File: src/rtl/apsr_pkg.sv
// constants and carrier types for the audio port signal routing block
package apsr_pkg;

  // ==========================================================
  // register offsets
  localparam logic [7:0] IF_DIR_OFF      = 8'h1b;
  localparam logic [7:0] SEC_PIN_SEL_OFF = 8'h1f;
  localparam logic [7:0] CLK_SRC_SEL_OFF = 8'h20;
  localparam logic [7:0] OUT_ROUTE_OFF   = 8'h21;
  localparam logic [7:0] MISC_CFG_OFF    = 8'h22;
  localparam logic [7:0] RSVD_35_OFF     = 8'h23;
  localparam logic [7:0] REC_STATUS_OFF  = 8'h24;

  // ==========================================================
  // writable masks and reset values
  localparam logic [7:0] IF_DIR_MASK      = 8'h0c;
  localparam logic [7:0] SEC_PIN_SEL_MASK = 8'h7f;
  localparam logic [7:0] CLK_SRC_SEL_MASK = 8'h0f;
  localparam logic [7:0] OUT_ROUTE_MASK   = 8'hff;
  localparam logic [7:0] MISC_CFG_MASK    = 8'h20;
  localparam logic [7:0] REG_RESET        = 8'h00;

  // ==========================================================
  // field positions
  localparam int DIR_BCLK_BIT   = 3;
  localparam int DIR_WCLK_BIT   = 2;
  localparam int SEC_BCLK_LSB   = 5;
  localparam int SEC_WCLK_LSB   = 3;
  localparam int REC_WCLK_LSB   = 1;
  localparam int SEC_DIN_BIT    = 0;
  localparam int USE_SBCLK_BIT  = 3;
  localparam int USE_SWCLK_BIT  = 2;
  localparam int USE_RWCLK_BIT  = 1;
  localparam int USE_SDIN_BIT   = 0;
  localparam int BCLK_OUT_BIT   = 7;
  localparam int SBCLK_OUT_BIT  = 6;
  localparam int WCLK_OUT_LSB   = 4;
  localparam int SWCLK_OUT_LSB  = 2;
  localparam int DOUT_LOOP_BIT  = 1;
  localparam int SDOUT_PORT_BIT = 0;
  localparam int GEN_CALL_BIT   = 5;
  localparam int ST_LEFT_LSB    = 4;
  localparam int ST_RIGHT_LSB   = 0;
  localparam int ST_EQUAL_OFS   = 3;
  localparam int ST_POWER_OFS   = 2;
  localparam int ST_SAT_OFS     = 1;

  // ==========================================================
  // multi-function pin choices
  typedef enum logic [1:0] {
    APSR_PIN_GPIO = 2'b00,
    APSR_PIN_SCLK = 2'b01,
    APSR_PIN_MISO = 2'b10,
    APSR_PIN_DOUT = 2'b11
  } apsr_pin_sel_t;

  // primary word clock output choices
  typedef enum logic [1:0] {
    APSR_WO_PLAY = 2'b00,
    APSR_WO_REC  = 2'b01,
    APSR_WO_SEC  = 2'b10,
    APSR_WO_RSVD = 2'b11
  } apsr_wclk_out_t;

  // secondary word clock output choices
  typedef enum logic [1:0] {
    APSR_SO_PIN  = 2'b00,
    APSR_SO_PLAY = 2'b01,
    APSR_SO_REC  = 2'b10,
    APSR_SO_RSVD = 2'b11
  } apsr_swclk_out_t;

  // pins that arrive from outside the clock domain
  typedef struct packed {
    logic gpio;
    logic sclk;
    logic miso;
    logic dout;
    logic bclk;
    logic wclk;
    logic din;
  } apsr_pins_t;

  // clocks and data generated by the serial port core
  typedef struct packed {
    logic bclk;
    logic play_fs;
    logic rec_fs;
    logic dout;
  } apsr_gen_t;

  // per record channel status from the analog side
  typedef struct packed {
    logic gain_equal;
    logic powered;
    logic gain_max;
  } apsr_rec_t;

endpackage

File: src/rtl/apsr_top.sv
// audio port pin multiplexing, clock/data routing and record status flags
// Function
// - two-bit field picks secondary bit clock pin: gpio, sclk, miso, dout.
// - two-bit field picks secondary word clock pin with the same encoding.
// - two-bit field picks record word clock pin; value 11 never programmed.
// - one bit picks secondary data input pin: gpio or sclk.
// - bit picks primary or secondary bit clock for port and clocking.
// - bit picks primary or secondary word clock for the port.
// - bit picks playback word clock or secondary record word clock.
// - bit picks primary data-in pin or secondary data input.
// - driven bit clock pin carries generated clock or secondary input.
// - secondary bit clock output carries bit clock pin or generated clock.
// - primary word clock output: playback rate, record rate, secondary; 11 unused.
// - secondary word clock output: pin input, playback, record; 11 unused.
// - data-out pin carries port data or loops secondary data input.
// - secondary data output loops data-in pin or carries port data.
// - general call accepted only while its enable bit is one.
// - per channel flag shows applied gain equals programmed gain.
// - per channel flag shows converter power state.
// - per channel sticky saturation flag clears when status is read.
// - direction bits decide whether bit and word clock pins are driven.
`timescale 1ns/10ps
module apsr_top #(
  parameter int ADDR_W = 8
) (
  input  wire logic               clock,
  input  wire logic               arst_n,
  input  wire logic [ADDR_W-1:0]  reg_addr,
  input  wire logic [7:0]         reg_wdata,
  input  wire logic               reg_wr,
  input  wire logic               reg_rd,
  output logic      [7:0]         reg_rdata,
  input  wire apsr_pkg::apsr_pins_t pin_in,
  input  wire apsr_pkg::apsr_gen_t  gen_in,
  input  wire apsr_pkg::apsr_rec_t  rec_left,
  input  wire apsr_pkg::apsr_rec_t  rec_right,
  output logic                    bclk_out,
  output logic                    bclk_oe_n,
  output logic                    wclk_out,
  output logic                    wclk_oe_n,
  output logic                    dout_out,
  output logic                    dout_oe_n,
  output logic                    sec_bclk_out,
  output logic                    sec_wclk_out,
  output logic                    sec_dout_out,
  output logic                    port_bclk,
  output logic                    port_bclk_rise,
  output logic                    port_wclk,
  output logic                    port_rec_wclk,
  output logic                    port_din,
  output logic                    gen_call_en
);

  // ==========================================================
  // parameter check
  if (ADDR_W < 6) begin : g_bad_addr
    $error("apsr_top: ADDR_W must be at least 6");
  end

  // ==========================================================
  // pin synchronisers
  apsr_pkg::apsr_pins_t sync1_q;
  apsr_pkg::apsr_pins_t pins_q;

  for (genvar i = 0; i < $bits(apsr_pkg::apsr_pins_t); i++) begin : g_sync
    always_ff @(posedge clock or negedge arst_n) begin
      if (!arst_n) begin
        sync1_q[i] <= 1'b0;
        pins_q[i]  <= 1'b0;
      end else begin
        sync1_q[i] <= pin_in[i];
        pins_q[i]  <= sync1_q[i];
      end
    end
  end

  // ==========================================================
  // register file
  logic [7:0] dir_q;
  logic [7:0] pin_sel_q;
  logic [7:0] src_sel_q;
  logic [7:0] route_q;
  logic [7:0] misc_q;
  logic       hit_dir;
  logic       hit_pin;
  logic       hit_src;
  logic       hit_route;
  logic       hit_misc;
  logic       hit_status;

  assign hit_dir    = (reg_addr == ADDR_W'(apsr_pkg::IF_DIR_OFF));
  assign hit_pin    = (reg_addr == ADDR_W'(apsr_pkg::SEC_PIN_SEL_OFF));
  assign hit_src    = (reg_addr == ADDR_W'(apsr_pkg::CLK_SRC_SEL_OFF));
  assign hit_route  = (reg_addr == ADDR_W'(apsr_pkg::OUT_ROUTE_OFF));
  assign hit_misc   = (reg_addr == ADDR_W'(apsr_pkg::MISC_CFG_OFF));
  assign hit_status = (reg_addr == ADDR_W'(apsr_pkg::REC_STATUS_OFF));

  // reserved bits stay at reset value
  always_ff @(posedge clock or negedge arst_n) begin
    if (!arst_n) begin
      dir_q     <= apsr_pkg::REG_RESET;
      pin_sel_q <= apsr_pkg::REG_RESET;
      src_sel_q <= apsr_pkg::REG_RESET;
      route_q   <= apsr_pkg::REG_RESET;
      misc_q    <= apsr_pkg::REG_RESET;
    end else if (reg_wr) begin
      if (hit_dir) begin
        dir_q <= reg_wdata & apsr_pkg::IF_DIR_MASK;
      end else if (hit_pin) begin
        pin_sel_q <= reg_wdata & apsr_pkg::SEC_PIN_SEL_MASK;
      end else if (hit_src) begin
        src_sel_q <= reg_wdata & apsr_pkg::CLK_SRC_SEL_MASK;
      end else if (hit_route) begin
        route_q <= reg_wdata & apsr_pkg::OUT_ROUTE_MASK;
      end else if (hit_misc) begin
        misc_q <= reg_wdata & apsr_pkg::MISC_CFG_MASK;
      end
    end
  end

  // ==========================================================
  // record status flags
  logic [1:0] sat_q;
  logic [1:0] sat_set;
  logic [1:0] eq_q;
  logic [1:0] pwr_q;
  logic       status_rd;

  assign sat_set   = {rec_left.gain_max, rec_right.gain_max};
  assign status_rd = reg_rd && hit_status;

  for (genvar c = 0; c < 2; c++) begin : g_chan
    always_ff @(posedge clock or negedge arst_n) begin
      if (!arst_n) begin
        sat_q[c] <= 1'b0;
      end else if (sat_set[c]) begin
        sat_q[c] <= 1'b1;
      end else if (status_rd) begin
        sat_q[c] <= 1'b0;
      end
    end
  end

  always_ff @(posedge clock or negedge arst_n) begin
    if (!arst_n) begin
      eq_q  <= 2'b00;
      pwr_q <= 2'b00;
    end else begin
      eq_q  <= {rec_left.gain_equal, rec_right.gain_equal};
      pwr_q <= {rec_left.powered, rec_right.powered};
    end
  end

  logic [7:0] status_word;
  always_comb begin
    status_word = 8'h00;
    status_word[apsr_pkg::ST_LEFT_LSB + apsr_pkg::ST_EQUAL_OFS]  = eq_q[1];
    status_word[apsr_pkg::ST_LEFT_LSB + apsr_pkg::ST_POWER_OFS]  = pwr_q[1];
    status_word[apsr_pkg::ST_LEFT_LSB + apsr_pkg::ST_SAT_OFS]    = sat_q[1];
    status_word[apsr_pkg::ST_RIGHT_LSB + apsr_pkg::ST_EQUAL_OFS] = eq_q[0];
    status_word[apsr_pkg::ST_RIGHT_LSB + apsr_pkg::ST_POWER_OFS] = pwr_q[0];
    status_word[apsr_pkg::ST_RIGHT_LSB + apsr_pkg::ST_SAT_OFS]   = sat_q[0];
  end

  // ==========================================================
  // read port: data one cycle after the strobe, zero elsewhere
  logic [7:0] rdata_d;
  always_comb begin
    if (hit_dir) begin
      rdata_d = dir_q;
    end else if (hit_pin) begin
      rdata_d = pin_sel_q;
    end else if (hit_src) begin
      rdata_d = src_sel_q;
    end else if (hit_route) begin
      rdata_d = route_q;
    end else if (hit_misc) begin
      rdata_d = misc_q;
    end else if (hit_status) begin
      rdata_d = status_word;
    end else begin
      rdata_d = 8'h00;
    end
  end

  always_ff @(posedge clock or negedge arst_n) begin
    if (!arst_n) begin
      reg_rdata <= 8'h00;
    end else if (reg_rd) begin
      reg_rdata <= rdata_d;
    end else begin
      reg_rdata <= 8'h00;
    end
  end

  // ==========================================================
  // field decode
  apsr_pkg::apsr_pin_sel_t   sbclk_pin;
  apsr_pkg::apsr_pin_sel_t   swclk_pin;
  apsr_pkg::apsr_pin_sel_t   rwclk_pin;
  apsr_pkg::apsr_wclk_out_t  wclk_sel;
  apsr_pkg::apsr_swclk_out_t swclk_sel;

  assign sbclk_pin = apsr_pkg::apsr_pin_sel_t'(pin_sel_q[apsr_pkg::SEC_BCLK_LSB +: 2]);
  assign swclk_pin = apsr_pkg::apsr_pin_sel_t'(pin_sel_q[apsr_pkg::SEC_WCLK_LSB +: 2]);
  assign rwclk_pin = apsr_pkg::apsr_pin_sel_t'(pin_sel_q[apsr_pkg::REC_WCLK_LSB +: 2]);
  assign wclk_sel  = apsr_pkg::apsr_wclk_out_t'(route_q[apsr_pkg::WCLK_OUT_LSB +: 2]);
  assign swclk_sel = apsr_pkg::apsr_swclk_out_t'(route_q[apsr_pkg::SWCLK_OUT_LSB +: 2]);

  function automatic logic pick_pin(input apsr_pkg::apsr_pin_sel_t sel, input apsr_pkg::apsr_pins_t p);
    logic r;
    case (sel)
      apsr_pkg::APSR_PIN_GPIO: r = p.gpio;
      apsr_pkg::APSR_PIN_SCLK: r = p.sclk;
      apsr_pkg::APSR_PIN_MISO: r = p.miso;
      default:                 r = p.dout;
    endcase
    return r;
  endfunction

  // ==========================================================
  // secondary inputs from multi-function pins
  logic sec_bclk;
  logic sec_wclk;
  logic sec_rwclk;
  logic sec_din;

  assign sec_bclk = pick_pin(sbclk_pin, pins_q);
  assign sec_wclk = pick_pin(swclk_pin, pins_q);
  // record word clock pin, dout choice unused
  assign sec_rwclk = (rwclk_pin == apsr_pkg::APSR_PIN_DOUT) ? 1'b0 : pick_pin(rwclk_pin, pins_q);
  assign sec_din = pin_sel_q[apsr_pkg::SEC_DIN_BIT] ? pins_q.sclk : pins_q.gpio;

  // ==========================================================
  // port-side clock and data selection
  logic bclk_sel_d;
  logic wclk_sel_d;
  logic bclk_prev_q;

  // bit clock source for port and clocking
  assign bclk_sel_d = src_sel_q[apsr_pkg::USE_SBCLK_BIT] ? sec_bclk : pins_q.bclk;
  assign wclk_sel_d = src_sel_q[apsr_pkg::USE_SWCLK_BIT] ? sec_wclk : pins_q.wclk;

  always_ff @(posedge clock or negedge arst_n) begin
    if (!arst_n) begin
      port_bclk      <= 1'b0;
      port_wclk      <= 1'b0;
      port_rec_wclk  <= 1'b0;
      port_din       <= 1'b0;
      bclk_prev_q    <= 1'b0;
      port_bclk_rise <= 1'b0;
    end else begin
      port_bclk      <= bclk_sel_d;
      port_wclk      <= wclk_sel_d;
      // record word clock follows playback or secondary
      port_rec_wclk  <= src_sel_q[apsr_pkg::USE_RWCLK_BIT] ? sec_rwclk : wclk_sel_d;
      // data in from primary pin or secondary
      port_din       <= src_sel_q[apsr_pkg::USE_SDIN_BIT] ? sec_din : pins_q.din;
      bclk_prev_q    <= bclk_sel_d;
      port_bclk_rise <= bclk_sel_d & ~bclk_prev_q;
    end
  end

  // ==========================================================
  // output pin routing
  logic dout_is_input;
  assign dout_is_input = (src_sel_q[apsr_pkg::USE_SBCLK_BIT] && sbclk_pin == apsr_pkg::APSR_PIN_DOUT)
                      || (src_sel_q[apsr_pkg::USE_SWCLK_BIT] && swclk_pin == apsr_pkg::APSR_PIN_DOUT);

  always_ff @(posedge clock or negedge arst_n) begin
    if (!arst_n) begin
      bclk_out     <= 1'b0;
      bclk_oe_n    <= 1'b1;
      wclk_out     <= 1'b0;
      wclk_oe_n    <= 1'b1;
      dout_out     <= 1'b0;
      dout_oe_n    <= 1'b1;
      sec_bclk_out <= 1'b0;
      sec_wclk_out <= 1'b0;
      sec_dout_out <= 1'b0;
      gen_call_en  <= 1'b0;
    end else begin
      // bit and word clock pins driven only when their direction bit set
      bclk_oe_n <= ~dir_q[apsr_pkg::DIR_BCLK_BIT];
      wclk_oe_n <= ~dir_q[apsr_pkg::DIR_WCLK_BIT];
      bclk_out <= route_q[apsr_pkg::BCLK_OUT_BIT] ? sec_bclk : gen_in.bclk;
      sec_bclk_out <= route_q[apsr_pkg::SBCLK_OUT_BIT] ? gen_in.bclk : pins_q.bclk;
      case (wclk_sel)
        apsr_pkg::APSR_WO_PLAY: wclk_out <= gen_in.play_fs;
        apsr_pkg::APSR_WO_REC:  wclk_out <= gen_in.rec_fs;
        apsr_pkg::APSR_WO_SEC:  wclk_out <= sec_wclk;
        default:                wclk_out <= 1'b0;
      endcase
      case (swclk_sel)
        apsr_pkg::APSR_SO_PIN:  sec_wclk_out <= pins_q.wclk;
        apsr_pkg::APSR_SO_PLAY: sec_wclk_out <= gen_in.play_fs;
        apsr_pkg::APSR_SO_REC:  sec_wclk_out <= gen_in.rec_fs;
        default:                sec_wclk_out <= 1'b0;
      endcase
      dout_out  <= route_q[apsr_pkg::DOUT_LOOP_BIT] ? sec_din : gen_in.dout;
      dout_oe_n <= dout_is_input;
      // secondary data output source or loopback
      sec_dout_out <= route_q[apsr_pkg::SDOUT_PORT_BIT] ? gen_in.dout : pins_q.din;
      gen_call_en <= misc_q[apsr_pkg::GEN_CALL_BIT];
    end
  end
endmodule

File: config.mk
export PLATFORM = sky130hd
export DESIGN_NAME = apsr_top
export DESIGN_NICKNAME = d
export VERILOG_FILES = /design/src/rtl/apsr_pkg.sv /design/src/rtl/apsr_top.sv
export SDC_FILE = /design/constraint.sdc
export NUM_CORES = 1
export LEC_CHECK = 0
export ABC_CLOCK_PERIOD_IN_PS = 1700
export BUFFER_PORTS_ARGS = -buffer_cell sky130_fd_sc_hd__buf_4
export CORE_MARGIN = 2
export CORE_UTILIZATION = 50
export CTS_CLUSTER_DIAMETER = 150
export CTS_CLUSTER_SIZE = 24
export DETAILED_ROUTE_END_ITERATION = 8
export PLACE_DENSITY = 0.74
export SYNTH_ARGS = -nofsm -noshare
export SYNTH_HDL_FRONTEND = slang
export SYNTH_SLANG_ARGS = --single-unit
File: constraint.sdc
create_clock -name clock -period 1.7 [get_ports clock]
set_input_delay 0.085 -clock clock [delete_from_list [all_inputs] [get_ports clock]]
set_output_delay 0.085 -clock clock [all_outputs]
set_load 0.01 [all_outputs]
After elaboration in Yosys (flattened, before gate mapping)
Index checks and enable logic that the tools add are counted.
{"block": "op_classes", "bitwise": 8, "reduce_logical": 16, "eq_ne": 19, "n_mux": 25}
{"cell": "$mux 8", "n": 7}
{"cell": "$eq 8x6->1 const B", "n": 4}
{"cell": "$eq 2x2->1 const B", "n": 8}
{"cell": "$eq 8x5->1 const B", "n": 2}
{"cell": "$pmux 1 s3", "n": 5}
{"cell": "$mux 1", "n": 13}
{"cell": "$eq 2x1->1 const B", "n": 5}
{"cell": "$logic_not 2->1", "n": 5}
{"cell": "$not 1->1", "n": 7}
{"cell": "$reduce_and 6->1", "n": 1}
{"cell": "$reduce_and 5->1", "n": 1}
{"cell": "$reduce_and 4->1", "n": 1}
{"cell": "$reduce_bool 2->1", "n": 2}
{"cell": "$logic_and 1x1->1", "n": 3}
{"cell": "$reduce_and 3->1", "n": 1}
{"cell": "$reduce_and 2->1", "n": 1}
{"cell": "$and 1x1->1", "n": 1}
{"cell": "$logic_or 1x1->1", "n": 1}
{"block": "totals", "in_bits": 37, "reg_bits": 65, "word_cells": 107, "output_inout_bits": 23}

Depth between registers and ports, before layout
Gate-level depths: netlist of run 1.
{"block": "depth", "ltp_word": 8, "ltp_mapped": 6, "mapped_depth_nobuf": 4}

Worst setup path before layout of run 1
OpenSTA, ideal clock, no wires.
{"block": "synth_path", "path_type": "input to register", "start": "input reg_addr[1]", "end": "register route_q[0]", "required_time_ns": 1.575, "setup_ns": 0.125, "arrival_time_ns": 1.388, "path_buffers": 0, "path_stages": 4, "path_slack_ns": 0.187, "cell_sequence": "or4b_4 > nor4b_4 > nand2_4 > mux2_2"}
{"block": "synth_via", "elab_chain_len": 3, "elab_cells_between_ends": 8, "classes_between": "4 x eq/ne; 3 x bitwise; 1 x reduce/logical"}
{"item": "start, declared", "line": "apsr_top.sv:28", "rtl": "input wire logic [ADDR_W-1:0] reg_addr,"}
{"item": "$eq 8x6->1 (tied with other cells)", "line": "apsr_top.sv:93", "rtl": "assign hit_src = (reg_addr == ADDR_W'(apsr_pkg::CLK_SRC_SEL_OFF));"}
{"item": "$not 1->1 (no line)"}
{"item": "$reduce_and 5->1 (no line) (*)"}
{"item": "end signal, assigned", "line": "apsr_top.sv:104", "rtl": "route_q <= apsr_pkg::REG_RESET;"}
{"item": "end signal, assigned", "line": "apsr_top.sv:114", "rtl": "route_q <= reg_wdata & apsr_pkg::OUT_ROUTE_MASK;"}
{"item": "end, declared", "line": "apsr_top.sv:82", "rtl": "logic [7:0] route_q;"}
Every way passes the cells marked *; elsewhere a longest branch is shown, timed or not.
A chain may end at the register's enable or synchronous reset.

Worst setup path after layout of run 1
{"block": "layout_path", "start": "register pin_sel_q[4]", "end": "register port_rec_wclk"}
{"block": "layout_via", "elab_chain_len": 4, "elab_cells_between_ends": 6, "classes_between": "2 x eq/ne; 3 x mux; 1 x reduce/logical"}
{"item": "start, declared", "line": "apsr_top.sv:80", "rtl": "logic [7:0] pin_sel_q;"}
{"item": "start signal, assigned", "line": "apsr_top.sv:102", "rtl": "pin_sel_q <= apsr_pkg::REG_RESET;"}
{"item": "start signal, assigned", "line": "apsr_top.sv:110", "rtl": "pin_sel_q <= reg_wdata & apsr_pkg::SEC_PIN_SEL_MASK;"}
{"item": "$eq 2x2->1 (tied with other cells)", "line": "apsr_top.sv:212", "rtl": "case (sel)"}
{"item": "$pmux 1 s3 (*)", "line": "apsr_top.sv:212"}
{"item": "$mux 1 (*)", "line": "apsr_top.sv:242", "rtl": "assign wclk_sel_d = src_sel_q[apsr_pkg::USE_SWCLK_BIT] ? sec_wclk : pins_q.wclk;"}
{"item": "named net wclk_sel_d", "line": "apsr_top.sv:237", "rtl": "logic wclk_sel_d;"}
{"item": "$mux 1 (*)", "line": "apsr_top.sv:256", "rtl": "port_rec_wclk <= src_sel_q[apsr_pkg::USE_RWCLK_BIT] ? sec_rwclk : wclk_sel_d;"}
{"item": "end signal, assigned", "line": "apsr_top.sv:256"}
{"item": "end, declared", "line": "apsr_top.sv:49", "rtl": "output logic port_rec_wclk,"}
The timed path passes the listed nets; every way through them passes the cells marked *.

==> Implementation_results.wiki, run 1 <==
{| class="wikitable"
! Metric !! Value
|-
| Library cell used as clock root buffer || sky130_fd_sc_hd__clkbuf_8
|-
| TNS Setup || 0 ns
|-
| Share of Yosys cell area claimed by the top area cell type || 61.1%
|-
| Post-synth net total || 211
|-
| Final critical-path setup slack || 0.116 ns
|-
| Worst min-delay path endpoint || reg_rdata[7]
|-
| Rel. slew slack || 68.6%
|-
| Drt first-iter violations || 110
|-
| GRT overflow || 0
|-
| Setup WS pre-CTS || -0.0939 ns
|-
| H-tree levels || 3
|-
| Clk Latency, worst-skew pair || 0.33 ns
|-
| Clock Sink Count || 65
|-
| Vias per std cell || 5.36
|-
| Vertical die dimension || 75.2 µm
|-
| Worst EP arrival || 1.80 ns
|-
| Number of antenna cells inserted || 0
|-
| Period utilisation layout || 93.2%
|-
| Yosys warnings || 0
|-
| Clock transition time at the flip-flop clock pins of the worst setup and hold paths || 0.07 ns
|-
| Starting utilization of the core area || 52.7%
|-
| Remaining number of nets flagged by the antenna check after routing || 0
|-
| Number of buffers created by CTS || 9
|-
| Adder and majority cell fraction of the synthesized area || 0%
|-
| End of the worst register-to-register path || port_rec_wclk
|-
| Number of rows in the core area || 25
|-
| Maximum VDD drop || 670 µV
|-
| Compound-Gate Fraction of Synth Area || 8.23%
|-
| Number of top-level design ports || 60
|-
| Final wirelength || 5960 µm
|-
| Cells on Worst Hold Path || 3
|-
| Fraction of final layout cells with drive strength greater than 1 || 45.2%
|-
| Dominant synthesized flop cell || sky130_fd_sc_hd__dfrtp_1
|-
| Total of buffers placed on input and output ports || 59
|-
| Hold Startpoint || reg_rd
|-
| Router iterations before antenna repair || 4
|-
| Post-synth ARST share || 100%
|-
| Final core occ || 74.7%
|-
| Largest net degree at the start of global routing || 38
|-
| Slew Limit Fails || 0
|-
| Shortest period the worst path allows || 1.58 ns
|-
| Worst Reg2Reg Path Length in Cells || 3
|-
| Worst min-delay path class || in2reg
|-
| Crit path required time || 1.92 ns
|-
| TritonCTS clock tree || built
|-
| Number of setup buffers added after CTS || 0
|-
| Detailed-route wire length per cell || 17.2 µm
|-
| Transition time at the pin with the least slew margin || 0.470 ns
|-
| Number of maximum-capacitance violations || 0
|-
| Initial antenna violation count || 0
|-
| RSZ-0062 raised after global routing || no
|-
| Basic-gate share of the synthesized area counting and, or, nand and nor cells || 11.1%
|-
| Library cell occupying the most area in the post-synthesis netlist || sky130_fd_sc_hd__dfrtp_1
|-
| Kind of end point of the critical path || flip-flop
|-
| Synthesized area divided by synthesized cell count || 14.6 µm²
|-
| First-pass GRT wire length || 9110 µm
|-
| Fill cell total of the finished layout || 339
|-
| Maximum clock path buffer count || 2
|-
| Area share of xor/xnor cells in the synthesized design || 0%
|-
| Critical register-to-register path startpoint || pin_sel_q[4]
|-
| Power Dens Cells || 972 nW/µm²
|-
| Global router's overall resource usage || 23.1%
|-
| Worst Skew || 0.00894 ns
|-
| DRC || 0
|-
| Final setup violation count || 0
|-
| Status || completed
|-
| Leakage power figure || 1.68 nW
|-
| Chip width || 75.2 µm
|-
| Vias || 1855
|-
| Post-synthesis cell count || 174
|-
| Number of instances resized during post-cts repair || 0
|-
| Maximum fanout along the worst path || 4
|-
| Final weighted congestion in routability-driven placement || 0.896
|-
| Number of nets in the layout || 311
|-
| Multiplexer area fraction after synthesis || 15.3%
|-
| Setup slack, reg-to-reg || 0.12 ns
|-
| Number of global-route vias before repair || 1830
|-
| Area growth from synthesis to layout || 41.8%
|-
| Number of distinct standard cells referenced by the synthesized netlist || 39
|-
| Max Fclk || 0.631 GHz
|-
| Number of enable-type register cells in the synthesized netlist || 0
|-
| Core area || 4820 µm²
|-
| Largest family of logic cells by synthesized area || multiplexers
|-
| Half-perimeter wire length after detailed placement || 4130 µm
|-
| Largest cells by area after synthesis || sky130_fd_sc_hd__dfrtp_1, sky130_fd_sc_hd__mux2_2, sky130_fd_sc_hd__dfstp_2, sky130_fd_sc_hd__nor4b_4, sky130_fd_sc_hd__mux4_2
|-
| Register bit count reported by yosys || 65
|-
| Post-synthesis sequential area ratio || 64.3%
|-
| Startpoint-to-endpoint class of the critical path || reg2reg
|-
| Nature of the critical path startpoint || flip-flop
|-
| Netlist area before placement || 2540 µm²
|-
| Die Area || 5660 µm²
|-
| Number of endpoints with negative hold slack in the final report || 0
|}
==> per-layer routing <==
| metal | wire (µm) | up-vias | GRT usage, % |
|---|---|---|---|
| met5 | 0 | - | 0 |
| met4 | 113 | 0 | 11.1 |
| met3 | 354 | 14 | 5.76 |
| met2 | 2930 | 81 | 37.4 |
| met1 | 2560 | 911 | 29.4 |
| li1 | - | 849 | - |
==> synth_stat cells, types with 2 or more instances <==
cell,count
sky130_fd_sc_hd__mux4_2,2
sky130_fd_sc_hd__a22oi_1,3
sky130_fd_sc_hd__clkbuf_1,2
sky130_fd_sc_hd__a32oi_1,2
sky130_fd_sc_hd__inv_1,4
sky130_fd_sc_hd__mux2i_1,4
sky130_fd_sc_hd__o21ai_0,2
sky130_fd_sc_hd__nor2b_1,4
sky130_fd_sc_hd__a22o_1,4
sky130_fd_sc_hd__a21o_1,2
sky130_fd_sc_hd__or4_1,2
sky130_fd_sc_hd__nand3_1,6
sky130_fd_sc_hd__a21oi_1,6
sky130_fd_sc_hd__dfrtp_1,62
sky130_fd_sc_hd__a211oi_1,3
sky130_fd_sc_hd__nand3b_1,2
sky130_fd_sc_hd__nor4b_4,2
sky130_fd_sc_hd__nor2_1,6
sky130_fd_sc_hd__mux2_2,27
sky130_fd_sc_hd__dfstp_2,3
sky130_fd_sc_hd__nand2_1,8
==> critical path: stages (launching register included) <==
cell	delay (ns)
sky130_fd_sc_hd__dfrtp_1	0.46
sky130_fd_sc_hd__mux4_2	0.55
sky130_fd_sc_hd__mux2_2	0.29
sky130_fd_sc_hd__o21a_1	0.17
==> what timing repair did <==
| item | in CTS | in global routing |
|---|---|---|
| hold buffers | 20 | 0 |
| endpoints found under the hold margin | 49 | 0 |
| setup endpoints to repair | 0 | 0 |
==> sequential cells by signal, indices dropped and copies added (netlist names), 2 cells and up <==
register   cells
dir_q          2
eq_q           2
pin_sel_q      7
pins_q         7
pwr_q          2
reg_rdata      8
route_q        8
sat_q          2
src_sel_q      4
sync1_q        7
==> cell usage in the layout, fill, tap and decap left out, drive strengths merged, types with 3 or more instances in the layout <==
master	n
mux2i	4
nor2b	4
clkbuf	10
bufinv	3
nor2	6
a21oi	6
a211oi	3
inv	4
dlygate4sd3	20
dfstp	3
nand2	9
a22o	4
nand3	6
buf	72
a22oi	3
mux2	27
or4	3
dfrtp	62
==> worst max path at each step <==
stage               slack [ns]    startpoint  cells after the start       endpoint
floorplan                 0.19   reg_addr[1]                      4     route_q[0]
global placement          0.01   reg_addr[1]                      5   reg_rdata[1]
detailed placement       -0.09   reg_addr[1]                      5   reg_rdata[1]
CTS                       0.13  pin_sel_q[4]                      3  port_rec_wclk
global route              0.09  pin_sel_q[4]                      3  port_rec_wclk
finish                    0.12  pin_sel_q[4]                      3  port_rec_wclk
==> logic make-up (layout without fill, tap and decap cells) <==
kind of cell | after synthesis | in the layout
AOI/OAI and AO/OA | 29 | 29
buffers and inverters | 7 | 112
DFF | 65 | 65
muxes | 33 | 33
and+or+nand+nor | 40 | 40
==> stage by stage <==
step	instances	hold slack, ns	area, µm²	power [mW]
finish	346	0.0156	3600	3.50
detailed placement	310	0.0308	3160	1.96
global placement	310	0.0358	3160	1.95
CTS	346	0.00487	3600	3.52
floorplan	174	-0.211	2540	1.77
global route	346	0.0122	3600	3.62
==> area by class of cell <==
class	instances	area, µm²	area share, %
sequential	65	1630	45.3
timing repair buffer	92	753	20.9
tap	67	83.8	2.33
inverter	4	15.0	0.417
multi-input combinational	102	880	24.5
clock inverter	6	108	2.99
clock buffer	10	128	3.55
==> power by group <==
part / leakage (nW) / internal (mW) / total [mW] / switching, mW
registers: 0.817 / 1.61 / 1.66 / 0.0458
logic: 0.751 / 0.176 / 0.307 / 0.131
clock network: 0.116 / 0.969 / 1.53 / 0.561
total: 1.68 / 2.76 / 3.50 / 0.738
Power figures use the tool's default switching activity.
==> inputs of run 2 (changes only) <==
--- a/config.mk
+++ b/config.mk
@@ -6,13 +6,14 @@
 export NUM_CORES = 1
 export LEC_CHECK = 0
 export ABC_CLOCK_PERIOD_IN_PS = 1700
-export BUFFER_PORTS_ARGS = -buffer_cell sky130_fd_sc_hd__buf_4
 export CORE_MARGIN = 2
-export CORE_UTILIZATION = 50
+export CORE_UTILIZATION = 61
 export CTS_CLUSTER_DIAMETER = 150
 export CTS_CLUSTER_SIZE = 24
 export DETAILED_ROUTE_END_ITERATION = 8
-export PLACE_DENSITY = 0.74
+export DONT_BUFFER_PORTS = 1
+export MAX_ROUTING_LAYER = met4
+export PLACE_DENSITY = 0.76
 export SYNTH_ARGS = -nofsm -noshare
 export SYNTH_HDL_FRONTEND = slang
 export SYNTH_SLANG_ARGS = --single-unit
==> run 2 against run 1 <==
Clock-buffer cell count unchanged. Sequential cell count unchanged. Register-to-register slack about the same. Clock power down 16%. Non-clock buffer count down 53. Die area down 17%. Total power down 9.6%. Sequential share of layout area up 6.0 points. Maximum frequency down 4.4%. Cell count down 20%. Critical path type is now in2reg. Critical endpoint is now misc_q[5]. Highest routed layer unchanged.
==> Implementation_results.wiki, run 2 (synthesis results as in run 1) <==
{| class="wikitable"
! Metric !! Value
|-
| H-tree levels || 3
|-
| RSZ-0062 raised after global routing || no
|-
| Final setup violation count || 0
|-
| Rel. slew slack || 60.3%
|-
| Power Dens Cells || 995 nW/µm²
|-
| Number of antenna cells inserted || 0
|-
| Final weighted congestion in routability-driven placement || 0.888
|-
| Placed Area || 2630 µm²
|-
| First-pass GRT wire length || 8940 µm
|-
| Clock Sink Count || 65
|-
| Core area || 4000 µm²
|-
| Vias per std cell || 6.10
|-
| Chip width || 68.5 µm
|-
| GRT overflow || 0
|-
| Startpoint of the most critical setup path || reg_addr[0]
|-
| Number of instances resized during post-cts repair || 0
|-
| Final core occ || 79.4%
|-
| Drt first-iter violations || 233
|-
| Die Area || 4690 µm²
|-
| Total of buffers placed on input and output ports || 0
|-
| Slew Limit Fails || 0
|-
| Worst EP arrival || 1.88 ns
|-
| Max Fclk || 0.603 GHz
|-
| Vertical die dimension || 68.5 µm
|-
| Vias || 1683
|-
| Worst Skew || 0.00382 ns
|-
| Fin cells || 276
|-
| Area growth from synthesis to layout || 25.1%
|-
| TNS Setup || 0 ns
|-
| Fill cell total of the finished layout || 222
|-
| Largest net degree at the start of global routing || 66
|-
| Status || completed
|-
| Worst path cell trace || or4_4 -> nor4b_4 -> nand3_1 -> mux2_2 -> dlygate4sd3_1
|-
| Cell count after placement || 227
|-
| Global router's overall resource usage || 29.0%
|-
| Detailed-route wire length per cell || 21.3 µm
|-
| Maximum VDD drop || 872 µV
|-
| TritonCTS clock tree || built
|-
| Period utilisation layout || 97.5%
|-
| Maximum clock path buffer count || 2
|-
| Leakage power figure || 1.40 nW
|-
| Slowest cell delay on critical path || 0.57 ns
|-
| Nature of the critical path startpoint || input pin
|-
| Leading registers by flop count || reg_rdata: 8 flops, route_q: 8 flops
|-
| Clk Latency, worst-skew pair || 0.34 ns
|-
| Maximum fanout along the worst path || 6
|-
| Footprint of the flip-flops and latches || 1630 µm²
|-
| Number of nets in the layout || 258
|-
| Overall power after layout || 3.16 mW
|-
| Worst min-delay path class || in2reg
|-
| Clock transition time at the flip-flop clock pins of the worst setup and hold paths || 0.07 ns
|-
| Final cell area excluding filler cells || 3180 µm²
|-
| Critical register-to-register path startpoint || pin_sel_q[4]
|-
| Number of endpoints with negative hold slack in the final report || 0
|-
| DRC || 0
|-
| Area taken by multi-input logic gates || 880 µm²
|-
| Half-perimeter wire length after detailed placement || 3840 µm
|-
| Kind of end point of the critical path || flip-flop
|-
| Library cell used as clock root buffer || sky130_fd_sc_hd__clkbuf_8
|-
| Number of maximum-capacitance violations || 0
|-
| Initial antenna violation count || 0
|-
| Slowest CP cell || sky130_fd_sc_hd__dlygate4sd3_1
|-
| Remaining number of nets flagged by the antenna check after routing || 0
|-
| Transition time at the pin with the least slew margin || 0.595 ns
|-
| Router iterations before antenna repair || 4
|-
| Final wirelength || 5870 µm
|-
| Hold Startpoint || gen_in[1]
|-
| Starting utilization of the core area || 63.4%
|-
| Number of rows in the core area || 23
|-
| Leading cell types in the layout, fill and taps excluded || sky130_fd_sc_hd__dfrtp_1, sky130_fd_sc_hd__dlygate4sd3_1, sky130_fd_sc_hd__mux2_2
|-
| Crit path required time || 1.92 ns
|-
| Number of top-level design ports || 60
|-
| Startpoint-to-endpoint class of the critical path || in2reg
|-
| Shortest period the worst path allows || 1.66 ns
|-
| Fraction of final layout cells with drive strength greater than 1 || 27.4%
|-
| Number of global-route vias before repair || 1761
|-
| Leading cell type in the layout, fill and taps excluded || sky130_fd_sc_hd__dfrtp_1
|-
| Number of buffers created by CTS || 9
|}
-- run 2: final timing paths --
kind / endpoint / slack, ns / cells after the start
min reg2reg: pins_q[6] / 0.35 / 0
max in group asynchronous: dout_oe_n / 1.13 / 2
max reg2reg: port_rec_wclk / 0.13 / 3
min: sec_wclk_out / 0.02 / 2
min in group asynchronous: reg_rdata[3] / 0.27 / 2
max: misc_q[5] / 0.04 / 5
-- run 2: per-stage QoR --
stage | setup WS, ns | hold slack, ns
global route | 0.00135 | 0.0200
global placement | 0.134 | -0.209
floorplan | 0.187 | -0.211
detailed placement | 0.0206 | -0.209
CTS | 0.0683 | 0.00341
finish | 0.0428 | 0.0201
-- run 2: layout make-up --
cell class	instances	area share, %
clock buffer	10	4.33
clock inverter	6	1.81
inverter	4	0.473
multi-input combinational	102	27.7
sequential	65	51.3
tap	50	1.97
timing repair buffer	39	12.4
-- run 2: critical path, delay by kind of cell --
| kind | cells | cell delay (ns) |
|---|---|---|
| buffers and inverters | 1 | 0.57 |
| and+or+nand+nor | 3 | 0.95 |
| muxes | 1 | 0.27 |
-- run 2: power breakdown --
group / switching, mW / leakage (nW) / internal [mW]
Clock: 0.576 / 0.102 / 0.706
Combinational: 0.0881 / 0.482 / 0.115
Sequential: 0.0608 / 0.817 / 1.61
-- run 2: per-layer routing --
metal,GRT usage [%],vias to the layer above,share of wire [%]
li1,-,740,-
met1,33.1,838,36
met2,47.7,90,54
met3,8.77,15,7.6
met4,11.8,0,2.3
met5,-,-,0
-- run 2: repair_timing --
action / 4_1_cts / 5_1_grt
setup buffers: 0 / 0
endpoints found under the hold margin: 110 / 0
hold buffers: 33 / 0
setup endpoints to repair: 0 / 0
